File: config.mk
export PLATFORM = sky130hd
export DESIGN_NAME = pll_lock_detect_test_mode
export DESIGN_NICKNAME = d
export VERILOG_FILES = /design/src/clk_supervise_pkg.sv /design/src/pll_lock_detect_test_mode.sv
export SDC_FILE = /design/constraint.sdc
export NUM_CORES = 1
export LEC_CHECK = 0
export ABC_CLOCK_PERIOD_IN_PS = 7100
export BUFFER_PORTS_ARGS = -buffer_cell sky130_fd_sc_hd__buf_2
export CORE_MARGIN = 4
export CORE_UTILIZATION = 45
export DETAILED_ROUTE_END_ITERATION = 10
export PLACE_DENSITY = 0.72
export REMOVE_ABC_BUFFERS = 1
export SYNTH_ARGS = -nofsm -noshare
export SYNTH_HDL_FRONTEND = slang
export SYNTH_SLANG_ARGS = --single-unit
File: constraint.sdc
create_clock -name clk -period 7.1 [get_ports clk]
set_input_delay 0.71 -clock clk [delete_from_list [all_inputs] [get_ports clk]]
set_output_delay 0.71 -clock clk [all_outputs]
set_load 0.02 [all_outputs]
File: src/clk_supervise_pkg.sv
package clk_supervise_pkg;

    // ************************************************************
    // Three-level strap encoding
    // ************************************************************
    localparam logic [1:0] LVL_LOW = 2'h0;
    localparam logic [1:0] LVL_MID = 2'h1;
    localparam logic [1:0] LVL_HIGH = 2'h2;

    // ************************************************************
    // Register map (byte addresses)
    // ************************************************************
    localparam logic [7:0] ADDR_CTRL = 8'h00;
    localparam logic [7:0] ADDR_PHASE_LIMIT = 8'h04;
    localparam logic [7:0] ADDR_WDOG_LIMIT = 8'h08;
    localparam logic [7:0] ADDR_STATUS = 8'h0C;
    localparam logic [7:0] ADDR_IRQ_STAT = 8'h10;
    localparam logic [7:0] ADDR_IRQ_MASK = 8'h14;

    // Interrupt bit positions
    localparam int IRQ_LOCK_GAINED = 0;
    localparam int IRQ_LOCK_LOST = 1;
    localparam int IRQ_WDOG = 2;
    localparam int IRQ_TEST_RESET = 3;
    localparam int IRQ_BITS = 4;

    // ************************************************************
    // Timing and counts
    // ************************************************************
    localparam int CLK_PERIOD_NS = 40;
    localparam int PHASE_LIMIT_NS = 120;
    localparam logic [7:0] PHASE_LIMIT_CYC = 8'(PHASE_LIMIT_NS / CLK_PERIOD_NS);
    localparam logic [2:0] LOSS_ERR_COUNT = 3'h4;
    localparam logic [5:0] LOCK_GOOD_COUNT = 6'h20;
    localparam logic [2:0] TEST_RESET_EDGES = 3'h5;
    localparam logic [7:0] WDOG_LIMIT_RST = 8'h08;
    localparam logic [3:0] REF_DIV_RST = 4'hF;
    localparam logic CTRL_RST = 1'h1;

    // ************************************************************
    // Carriers
    // ************************************************************
    typedef struct packed {
        logic [1:0] fs_sel;
        logic [3:0] div_sel_b1;
        logic [3:0] div_sel_b2;
        logic [3:0] skew_sel_b1;
        logic [3:0] skew_sel_b2;
    } clk_config_t;

    typedef struct packed {
        logic [7:0] paddr;
        logic psel;
        logic penable;
        logic pwrite;
        logic [31:0] pwdata;
    } apb_req_t;

endpackage

File: src/pll_lock_detect_test_mode.sv
`timescale 1ns/100ps
// How it works
// - A feedback edge too far behind the reference edge is a phase error.
// - When locked, four back-to-back erroneous feedback cycles drop lock low.
// - When unlocked, 32 back-to-back clean feedback cycles raise lock; errors restart.
// - Missing feedback activity after lock drops lock when the watchdog expires.
// - Watchdog timeout counts ticks of a divided reference clock.
// - Mode strap at middle level enters factory test mode.
// - Test mode bypasses the PLL, reference level becomes internal clock.
// - Test mode forces the feedback input low internally.
// - Test mode keeps dividers and phase logic working, ignores bank disables except bank two disable's test reset.
// - Mode passing through middle level acts as test mode meanwhile.
// - In test mode bank two disable high requests reset, outputs high-Z.
// - State machines take deterministic state after five reference rising edges.
// - Deterministic state depends on divide, skew and frequency selections.
// - High-Z and reset state hold until bank two disable falls or the mode strap leaves middle level.
// - Mode low and disable high stops a bank low on a falling edge.
module pll_lock_detect_test_mode #(
    parameter int NUM_BANKS = 2,
    parameter int GOOD_W = 6
) (
    // Clock and reset
    input wire logic clk,
    input wire logic rst,
    // APB slave
    input wire clk_supervise_pkg::apb_req_t apb_req,
    output logic [31:0] prdata,
    output logic pready,
    output logic pslverr,
    output logic irq,
    // Clock pins
    input wire logic ref_clk_in,
    input wire logic feedback_clock_in,
    input wire logic pll_clk_in,
    // Static straps
    input wire logic [1:0] mode_in,
    input wire logic [1:0] bank_disable_inputs,
    input wire clk_supervise_pkg::clk_config_t cfg_in,
    // Outputs
    output logic lock_out,
    output logic pll_bypass,
    output logic internal_clk,
    output logic [1:0] bank_clk_out,
    output logic [1:0] bank_clk_oe
);
    import clk_supervise_pkg::*;

    // ************************************************************
    // Pin synchronisers
    // ************************************************************
    localparam int PIN_W = 3 + 2 + 2 + $bits(clk_config_t);
    logic [PIN_W-1:0] pin_raw;
    logic [PIN_W-1:0] pin_s1_reg;
    logic [PIN_W-1:0] pin_s2_reg;
    logic [PIN_W-1:0] pin_s3_reg;
    logic [PIN_W-1:0] pin_reg;

    assign pin_raw = {ref_clk_in, feedback_clock_in, pll_clk_in, mode_in,
                      bank_disable_inputs, cfg_in};

    // A change counts only once stages two and three agree
    genvar gp;
    generate
        for (gp = 0; gp < PIN_W; gp++) begin : g_sync
            always_ff @(posedge clk) begin
                if (rst) begin
                    pin_s1_reg[gp] <= 1'b0;
                    pin_s2_reg[gp] <= 1'b0;
                    pin_s3_reg[gp] <= 1'b0;
                    pin_reg[gp] <= 1'b0;
                end else begin
                    pin_s1_reg[gp] <= pin_raw[gp];
                    pin_s2_reg[gp] <= pin_s1_reg[gp];
                    pin_s3_reg[gp] <= pin_s2_reg[gp];
                    if (pin_s2_reg[gp] == pin_s3_reg[gp]) begin
                        pin_reg[gp] <= pin_s3_reg[gp];
                    end
                end
            end
        end
    endgenerate

    clk_config_t cfg;
    logic ref_lvl;
    logic fb_pin;
    logic pll_lvl;
    logic [1:0] mode_lvl;
    logic [1:0] dis_lvl;
    assign {ref_lvl, fb_pin, pll_lvl, mode_lvl, dis_lvl, cfg} = pin_reg;

    // ************************************************************
    // Mode decode
    // ************************************************************
    logic test_mode;
    logic fb_lvl;
    logic int_lvl;
    // Anything not cleanly low or high counts as middle, so a strap in transit is test
    assign test_mode = (mode_lvl != LVL_LOW) && (mode_lvl != LVL_HIGH);
    assign fb_lvl = test_mode ? 1'b0 : fb_pin;
    assign int_lvl = test_mode ? ref_lvl : pll_lvl;

    // Edge detection on filtered levels
    logic ref_q_reg;
    logic fb_q_reg;
    logic int_q_reg;
    logic ref_rise;
    logic fb_rise;
    logic int_rise;
    always_ff @(posedge clk) begin
        if (rst) begin
            ref_q_reg <= 1'b0;
            fb_q_reg <= 1'b0;
            int_q_reg <= 1'b0;
        end else begin
            ref_q_reg <= ref_lvl;
            fb_q_reg <= fb_lvl;
            int_q_reg <= int_lvl;
        end
    end
    assign ref_rise = ref_lvl & ~ref_q_reg;
    assign fb_rise = fb_lvl & ~fb_q_reg;
    assign int_rise = int_lvl & ~int_q_reg;

    // ************************************************************
    // Registers
    // ************************************************************
    logic ctrl_reg;
    logic [7:0] phase_limit_reg;
    logic [7:0] wdog_limit_reg;
    logic [3:0] ref_div_reg;
    logic [IRQ_BITS-1:0] irq_stat_reg;
    logic [IRQ_BITS-1:0] irq_mask_reg;
    logic [IRQ_BITS-1:0] irq_event;
    logic wr_en;
    logic rd_en;
    logic addr_ok;
    logic [31:0] rd_mux;
    logic [31:0] status_word;

    assign wr_en = apb_req.psel & apb_req.penable & apb_req.pwrite;
    assign rd_en = apb_req.psel & apb_req.penable & ~apb_req.pwrite;
    assign addr_ok = (apb_req.paddr == ADDR_CTRL) || (apb_req.paddr == ADDR_PHASE_LIMIT)
                  || (apb_req.paddr == ADDR_WDOG_LIMIT) || (apb_req.paddr == ADDR_STATUS)
                  || (apb_req.paddr == ADDR_IRQ_STAT) || (apb_req.paddr == ADDR_IRQ_MASK);
    assign pready = 1'b1; // Zero wait states
    assign pslverr = apb_req.psel & apb_req.penable & ~addr_ok;
    assign irq = |(irq_stat_reg & irq_mask_reg);

    // Config writes; ref divider packed into the watchdog register
    always_ff @(posedge clk) begin
        if (rst) begin
            ctrl_reg <= CTRL_RST;
            phase_limit_reg <= PHASE_LIMIT_CYC;
            wdog_limit_reg <= WDOG_LIMIT_RST;
            ref_div_reg <= REF_DIV_RST;
            irq_mask_reg <= '0;
        end else if (wr_en) begin
            if (apb_req.paddr == ADDR_CTRL) begin
                ctrl_reg <= apb_req.pwdata[0];
            end
            if (apb_req.paddr == ADDR_PHASE_LIMIT) begin
                phase_limit_reg <= apb_req.pwdata[7:0];
            end
            if (apb_req.paddr == ADDR_WDOG_LIMIT) begin
                wdog_limit_reg <= apb_req.pwdata[7:0];
                ref_div_reg <= apb_req.pwdata[11:8];
            end
            if (apb_req.paddr == ADDR_IRQ_MASK) begin
                irq_mask_reg <= apb_req.pwdata[IRQ_BITS-1:0];
            end
        end
    end

    // Sticky events; a new event beats a write-one clear in the same cycle
    logic [IRQ_BITS-1:0] irq_clr;
    assign irq_clr = (wr_en && apb_req.paddr == ADDR_IRQ_STAT) ?
                     apb_req.pwdata[IRQ_BITS-1:0] : '0;
    always_ff @(posedge clk) begin
        if (rst) begin
            irq_stat_reg <= '0;
        end else begin
            irq_stat_reg <= (irq_stat_reg & ~irq_clr) | irq_event;
        end
    end

    // Read data is registered so the bus sees flops
    always_comb begin
        rd_mux = 32'h0;
        unique case (apb_req.paddr)
            ADDR_CTRL: rd_mux = {31'h0, ctrl_reg};
            ADDR_PHASE_LIMIT: rd_mux = {24'h0, phase_limit_reg};
            ADDR_WDOG_LIMIT: rd_mux = {20'h0, ref_div_reg, wdog_limit_reg};
            ADDR_STATUS: rd_mux = status_word;
            ADDR_IRQ_STAT: rd_mux = {28'h0, irq_stat_reg};
            ADDR_IRQ_MASK: rd_mux = {28'h0, irq_mask_reg};
            default: rd_mux = 32'h0;
        endcase
    end
    always_ff @(posedge clk) begin
        if (rst) begin
            prdata <= 32'h0;
        end else if (apb_req.psel & ~apb_req.penable & ~apb_req.pwrite) begin
            prdata <= rd_mux;
        end
    end

    // ************************************************************
    // Test reset sequencer
    // ************************************************************
    typedef enum logic [1:0] {TR_IDLE, TR_COUNT, TR_HOLD} test_rst_t;
    test_rst_t tr_reg;
    test_rst_t tr_next;
    logic [2:0] tr_edges_reg;
    logic tr_active;
    logic tr_load;

    always_comb begin
        tr_next = tr_reg;
        unique case (tr_reg)
            TR_IDLE: if (test_mode && dis_lvl[1]) tr_next = TR_COUNT;
            TR_COUNT: begin
                if (!test_mode || !dis_lvl[1]) begin
                    tr_next = TR_IDLE;
                end else if (ref_rise && tr_edges_reg == TEST_RESET_EDGES - 3'h1) begin
                    tr_next = TR_HOLD;
                end
            end
            TR_HOLD: if (!test_mode || !dis_lvl[1]) tr_next = TR_IDLE;
        endcase
    end
    assign tr_active = (tr_reg != TR_IDLE);
    assign tr_load = (tr_reg == TR_COUNT) && (tr_next == TR_HOLD);

    always_ff @(posedge clk) begin
        if (rst) begin
            tr_reg <= TR_IDLE;
            tr_edges_reg <= 3'h0;
        end else begin
            tr_reg <= tr_next;
            if (tr_reg != TR_COUNT) begin
                tr_edges_reg <= 3'h0;
            end else if (ref_rise) begin
                tr_edges_reg <= tr_edges_reg + 3'h1;
            end
        end
    end

    // ************************************************************
    // Phase error and lock detector
    // ************************************************************
    typedef enum logic {LK_OUT, LK_IN} lock_t;
    lock_t lock_reg;
    logic [7:0] since_ref_reg;
    logic [2:0] err_run_reg;
    logic [GOOD_W-1:0] good_run_reg;
    logic phase_err;
    logic wdog_expire;
    logic lock_gain;
    logic lock_lose;

    // Late feedback edge relative to the last reference edge
    assign phase_err = !ref_rise && (since_ref_reg > phase_limit_reg);
    assign lock_gain = (lock_reg == LK_OUT) && fb_rise && !phase_err
                    && (good_run_reg == GOOD_W'(LOCK_GOOD_COUNT - 6'h1));
    assign lock_lose = (lock_reg == LK_IN) && ((fb_rise && phase_err
                    && err_run_reg >= LOSS_ERR_COUNT - 3'h1) || wdog_expire);

    always_ff @(posedge clk) begin
        if (rst) begin
            since_ref_reg <= 8'h0;
        end else if (ref_rise) begin
            since_ref_reg <= 8'h0;
        end else if (since_ref_reg != 8'hFF) begin
            since_ref_reg <= since_ref_reg + 8'h1;
        end
    end

    // Lock starts low; a disabled detector or test reset keeps it low
    always_ff @(posedge clk) begin
        if (rst || !ctrl_reg || tr_active) begin
            lock_reg <= LK_OUT;
            err_run_reg <= 3'h0;
            good_run_reg <= '0;
        end else begin
            if (lock_gain) begin
                lock_reg <= LK_IN;
            end else if (lock_lose) begin
                lock_reg <= LK_OUT;
            end
            if (fb_rise && phase_err) begin
                good_run_reg <= '0;
                if (err_run_reg != 3'h7) begin
                    err_run_reg <= err_run_reg + 3'h1;
                end
            end else if (fb_rise) begin
                err_run_reg <= 3'h0;
                if (lock_reg == LK_OUT && !lock_gain) begin
                    good_run_reg <= good_run_reg + GOOD_W'(1);
                end else begin
                    good_run_reg <= '0;
                end
            end
            if (lock_lose) begin
                good_run_reg <= '0;
            end
        end
    end
    assign lock_out = (lock_reg == LK_IN);

    // ************************************************************
    // Feedback watchdog on divided reference
    // ************************************************************
    logic [3:0] ref_pre_reg;
    logic [7:0] wdog_reg;
    logic ref_tick;
    // Reference timing survives a dead feedback clock
    assign ref_tick = ref_rise && (ref_pre_reg >= ref_div_reg);
    assign wdog_expire = ref_tick && (wdog_reg >= wdog_limit_reg - 8'h1);

    always_ff @(posedge clk) begin
        if (rst) begin
            ref_pre_reg <= 4'h0;
            wdog_reg <= 8'h0;
        end else begin
            if (ref_tick) begin
                ref_pre_reg <= 4'h0;
            end else if (ref_rise) begin
                ref_pre_reg <= ref_pre_reg + 4'h1;
            end
            if (fb_rise) begin
                wdog_reg <= 8'h0;
            end else if (ref_tick && wdog_reg != 8'hFF) begin
                wdog_reg <= wdog_reg + 8'h1;
            end
        end
    end

    assign irq_event = {tr_load, wdog_expire & (lock_reg == LK_IN), lock_lose, lock_gain};
    assign status_word = {28'h0, (tr_reg == TR_HOLD), tr_active, test_mode, lock_out};

    // ************************************************************
    // Bank dividers and output gating
    // ************************************************************
    // Ratio table for the nine three-level divide codes
    function automatic logic [3:0] div_ratio(input logic [3:0] sel);
        logic [3:0] r;
        r = 4'h1;
        unique case (sel)
            4'h0: r = 4'h1;
            4'h1: r = 4'h2;
            4'h2: r = 4'h3;
            4'h3: r = 4'h4;
            4'h4: r = 4'h5;
            4'h5: r = 4'h6;
            4'h6: r = 4'h8;
            4'h7: r = 4'hA;
            4'h8: r = 4'hC;
            default: r = 4'h1;
        endcase
        return r;
    endfunction

    logic [NUM_BANKS-1:0][3:0] div_sel;
    logic [NUM_BANKS-1:0][3:0] skew_sel;
    assign div_sel = {cfg.div_sel_b2, cfg.div_sel_b1};
    assign skew_sel = {cfg.skew_sel_b2, cfg.skew_sel_b1};
    assign pll_bypass = test_mode;
    assign internal_clk = int_q_reg;

    genvar gb;
    generate
        for (gb = 0; gb < NUM_BANKS; gb++) begin : g_bank
            logic [3:0] ratio;
            logic [4:0] seed_sum;
            logic [3:0] seed;
            logic [4:0] phase_reg;
            logic out_reg;
            logic hold_reg;
            logic tick;
            logic holdoff_req;
            logic hiz_req;
            assign ratio = div_ratio(div_sel[gb]);
            // Reset phase mixes divide, skew and range so every setup is repeatable
            assign seed_sum = {1'b0, skew_sel[gb]} + {3'h0, cfg.fs_sel};
            assign seed = 4'(seed_sum % {1'b0, ratio});
            assign tick = int_rise;
            // Bank disables are ignored in test mode except through test reset
            assign holdoff_req = !test_mode && (mode_lvl == LVL_LOW) && dis_lvl[gb];
            assign hiz_req = tr_active || (!test_mode && mode_lvl == LVL_HIGH && dis_lvl[gb]);

            // Twice-ratio phase counter gives a square wave at int / (2 x ratio)
            always_ff @(posedge clk) begin
                if (rst) begin
                    phase_reg <= 5'h0;
                    out_reg <= 1'b0;
                end else if (tr_active) begin
                    if (tr_load || tr_reg == TR_HOLD) begin
                        phase_reg <= {1'b0, seed};
                        out_reg <= 1'b0;
                    end
                end else if (tick) begin
                    if (phase_reg >= {ratio, 1'b0} - 5'h1) begin
                        phase_reg <= 5'h0;
                    end else begin
                        phase_reg <= phase_reg + 5'h1;
                    end
                    out_reg <= (phase_reg + 5'h1 >= {1'b0, ratio}) &&
                               (phase_reg + 5'h1 < {ratio, 1'b0});
                end
            end

            // Hold-off engages only while the clock is already low
            always_ff @(posedge clk) begin
                if (rst || !holdoff_req) begin
                    hold_reg <= 1'b0;
                end else if (!out_reg) begin
                    hold_reg <= 1'b1;
                end
            end

            assign bank_clk_out[gb] = out_reg & ~hold_reg & ~(holdoff_req & ~out_reg);
            assign bank_clk_oe[gb] = ~hiz_req;
        end
    endgenerate

endmodule

==> impl_results.md <==
- CTS clk-pin slew, worst paths: 0.08 ns
- Critical hold path startpoint: pin_s1_reg[17]$_SDFF_PP0_
- Detailed Route Iter0 Violations: 463
- Number of buffers created by CTS: 17
- Netlist cell types: 85
- Combinational group share of total power: 13.2%
- Post-synth top area share: 36.3%
- Vias in the first global route: 8,350
- Max stage delay on crit path: 0.40 ns
- Width of the die: 162 um
- Top Ports: 112
- Number of iterations in the first detailed-routing pass: 6
- Number of setup violations in the final report: 0
- Die footprint: 26,200 um2
- Switching power: 0.659 mW
- Setup slack of the worst register-to-register path: 0.19 ns
- Buffer cell driving the clock tree root: sky130_fd_sc_hd__clkbuf_16
- Total half-perimeter wirelength after legalization and detailed placement: 16.6 mm
- Capturing element type of the critical path: register
- Sum of routed wire length over all layers: 23.3 mm
- Logic depth of the worst register-to-register path: 34
- Time the final worst path needs with I/O delays and setup: 6.91 ns
- Main area contributors after synthesis: sky130_fd_sc_hd__dfxtp_1 (36%), sky130_fd_sc_hd__ha_1 (12%), sky130_fd_sc_hd__nor2b_1 (5.9%)
- Initial Util: 45.5%
- Final Max Tran Viols: 0
- Internal power contribution: 1.78 mW
- Num Clock Sinks: 193
- Proportion of layout cells with a drive suffix above 1: 16.7%
- Wire length of the first global-routing pass: 38.7 mm
- Highest Clock Rate: 145 MHz
- DRC viols: 0
- Data required time of the worst path: 7.43 ns
- Via count: 8,777
- Max-capacitance violation count: 0
- Standard-cell row count: 56
- Relative contribution of the clock network to total power: 41.2%
- Vias per cell: 5.36
- Arrival @ worst endpoint: 7.24 ns
- Largest net degree at the start of global routing: 78
- Leading cell types by count after synthesis: sky130_fd_sc_hd__dfxtp_1 (193), sky130_fd_sc_hd__nand2_1 (116), sky130_fd_sc_hd__nor2b_1 (101)
- Actual slew at the worst max-slew pin: 0.825 ns
- Synth Area per Inst: 8.76 um2
- Largest area contributor in the synthesized netlist: sky130_fd_sc_hd__dfxtp_1
- Worst IR Drop VDD: 0.153 mV
- Core region area: 23,400 um2
- Number of antenna violations at the first check in global routing: 0
- Worst R2R Start: cfg[16]$_SDFFE_PP0N_
- Flip-flop cell with the highest count after synthesis: sky130_fd_sc_hd__dfxtp_1
- Worst Clk Skew: 0.00994 ns
- Most repeated cell in the gate-level netlist after synthesis: sky130_fd_sc_hd__dfxtp_1
- Power density cells: 198 nW/um2
- Worst max-slew margin expressed relative to the limit: 44.9%
- Utilization after layout: 52.6%
- Cell Area, Synth: 10,700 um2
- Yosys warnings: 0
- Diodes inserted: 0
- Net switching share of the total power: 27.0%
- Crit Path Max Fanout: 7
- Hold crit path type: reg -> reg
- Remaining global-route overflow: 0
- Post-route fraction of the period consumed by the critical path: 97.3%
- Cell count after synthesis: 1,217
- Number of H-tree branching levels: 4
- Post-synth EDFFs: 0
- Category of the worst setup path launch point: register
- Relative area change from synthesis to final layout: 15.5%
- Placer Congestion: 0.845
- Static Leak: 5.10 nW
- GRT Resource Usage Total: 17.5%
- Clock insertion delay at the later pin of the skew report: 0.44 ns
- Worst hold-check slack: 0.440 ns
- Cell at the slowest stage of the critical path: sky130_fd_sc_hd__dfxtp_4
- Die extent in y: 162 um
- Sequential cell area fraction in the yosys report: 36.3%
- Number of buffers added on ports: 70
- Seq cells post-synth: 193
- NumNets Final: 1,479
- CTS tree: done
- Run status: complete, no violations
- Endpoint with the worst hold slack: pin_s2_reg[17]$_SDFF_PP0_
- Number of cells on the worst hold path: 1
- Crit path kind: reg -> reg
- Share of async-settable or async-resettable flops after synthesis: 0%
- Count of nets left with antenna violations after detail routing: 0
- Critical R2R Capture: g_bank[1].phase_reg[2]$_SDFFE_PP0P_
- Average detailed-routed wire length per instance: 14.2 um
- Number of buffers inserted for hold repair after clock tree synthesis: 0
- Final hold viol count: 0
- Largest buffer count on any clock path: 2
- Share of power burned in registers: 45.6%
[how the worst max path moves through the flow]
| stage | from | depth (start not counted) | end | slack [ns] |
|---|---|---|---|---|
| finish | cfg[16]$_SDFFE_PP0N_ | 34 | g_bank[1].phase_reg[2]$_SDFFE_PP0P_ | 0.19 |
| global route | cfg[16]$_SDFFE_PP0N_ | 34 | g_bank[1].phase_reg[0]$_SDFFE_PP0P_ | -0.11 |
| CTS | cfg[16]$_SDFFE_PP0N_ | 33 | g_bank[1].phase_reg[0]$_SDFFE_PP0P_ | 0.01 |
| detailed placement | cfg[16]$_SDFFE_PP0N_ | 31 | g_bank[0].phase_reg[0]$_SDFFE_PP0P_ | -0.21 |
| global placement | cfg[16]$_SDFFE_PP0N_ | 31 | g_bank[0].phase_reg[0]$_SDFFE_PP0P_ | -0.03 |
| floorplan | cfg[15]$_SDFFE_PP0N_ | 27 | g_bank[0].phase_reg[0]$_SDFFE_PP0P_ | 0.09 |
[layout by cell type, fill, tap and decap left out, drive strengths merged, types with 11 or more instances in the layout]
cell type  netlist  routed
conb             2      21
nor2            63      63
nand4           11      11
inv             58      66
mux2i           15      15
nor2b          101     101
buf             37     118
clkbuf          30      18
a21oi           96      96
ha              99      99
o21ai           63      63
dfxtp          193     193
xor2            15      15
o21a            17      17
nand2          116     116
a211oi          14      14
xnor2           27      27
nor3            12      12
o31ai           12      12
a21o            16      16
and3            12      12
nand3           37      37
[critical path: cells and delay by family (launching register included)]
| family | cells | cell delay [ns] |
|---|---|---|
| compound gates | 14 | 2.43 |
| fa+ha+maj | 7 | 1.72 |
| buf+inv | 5 | 0.55 |
| flops | 1 | 0.40 |
| mux | 1 | 0.34 |
| simple gates | 7 | 1.38 |
[cell families after synthesis]
group,Yosys count,share of synthesized area (%)
compound gates,307,19.3
xor+xnor,42,3.45
fa+ha+maj,103,12.4
buf+inv,125,5.33
flops,193,36.3
mux,21,2.04
other cells,2,0.0705
simple gates,424,21.1
[layer usage]
layer  vias up  wire (um)  track usage [%]
li1       4447          -                -
met3        28        706             2.77
met4         0        440             6.42
met5         -          0                0
met2       143      11300             29.8
met1      4159      10800             22.4
[through the flow]
stage	setup TNS [ns]	cells	power [mW]	setup slack, ns	area [um2]
after detailed placement	-0.808	1602	1.43	-0.208	11500
final	0	1638	2.44	0.190	12300
after floorplan	0	1169	1.31	0.0935	10400
after CTS	0	1634	2.43	0.0142	12100
after global placement	-0.0308	1602	1.42	-0.0308	11500
after global routing	-0.317	1638	2.54	-0.109	12300
[cell type report]
cell class | count | area [um2]
Clock buffer | 18 | 439
Clock inverter | 14 | 183
Fill cell | 2179 | 11100
Inverter | 58 | 218
Multi-Input combinational cell | 918 | 6480
Sequential cell | 193 | 3870
Tap cell | 319 | 399
Timing Repair Buffer | 118 | 713
[power groups by stage]
stage	logic [mW]	registers, mW	clock network, mW
after floorplan	0.177	1.13	0
after global placement	0.284	1.14	0
after detailed placement	0.289	1.14	0
after CTS	0.294	1.11	1.02
after global routing	0.355	1.11	1.07
final	0.322	1.11	1.00
[what timing repair did]
item,in CTS,in global routing
gates resized for setup,6,43
endpoints found under the setup margin,8,8
pin swaps,0,18
buffers inserted,0,4
Note: power is estimated with default switching activity, not from simulation.
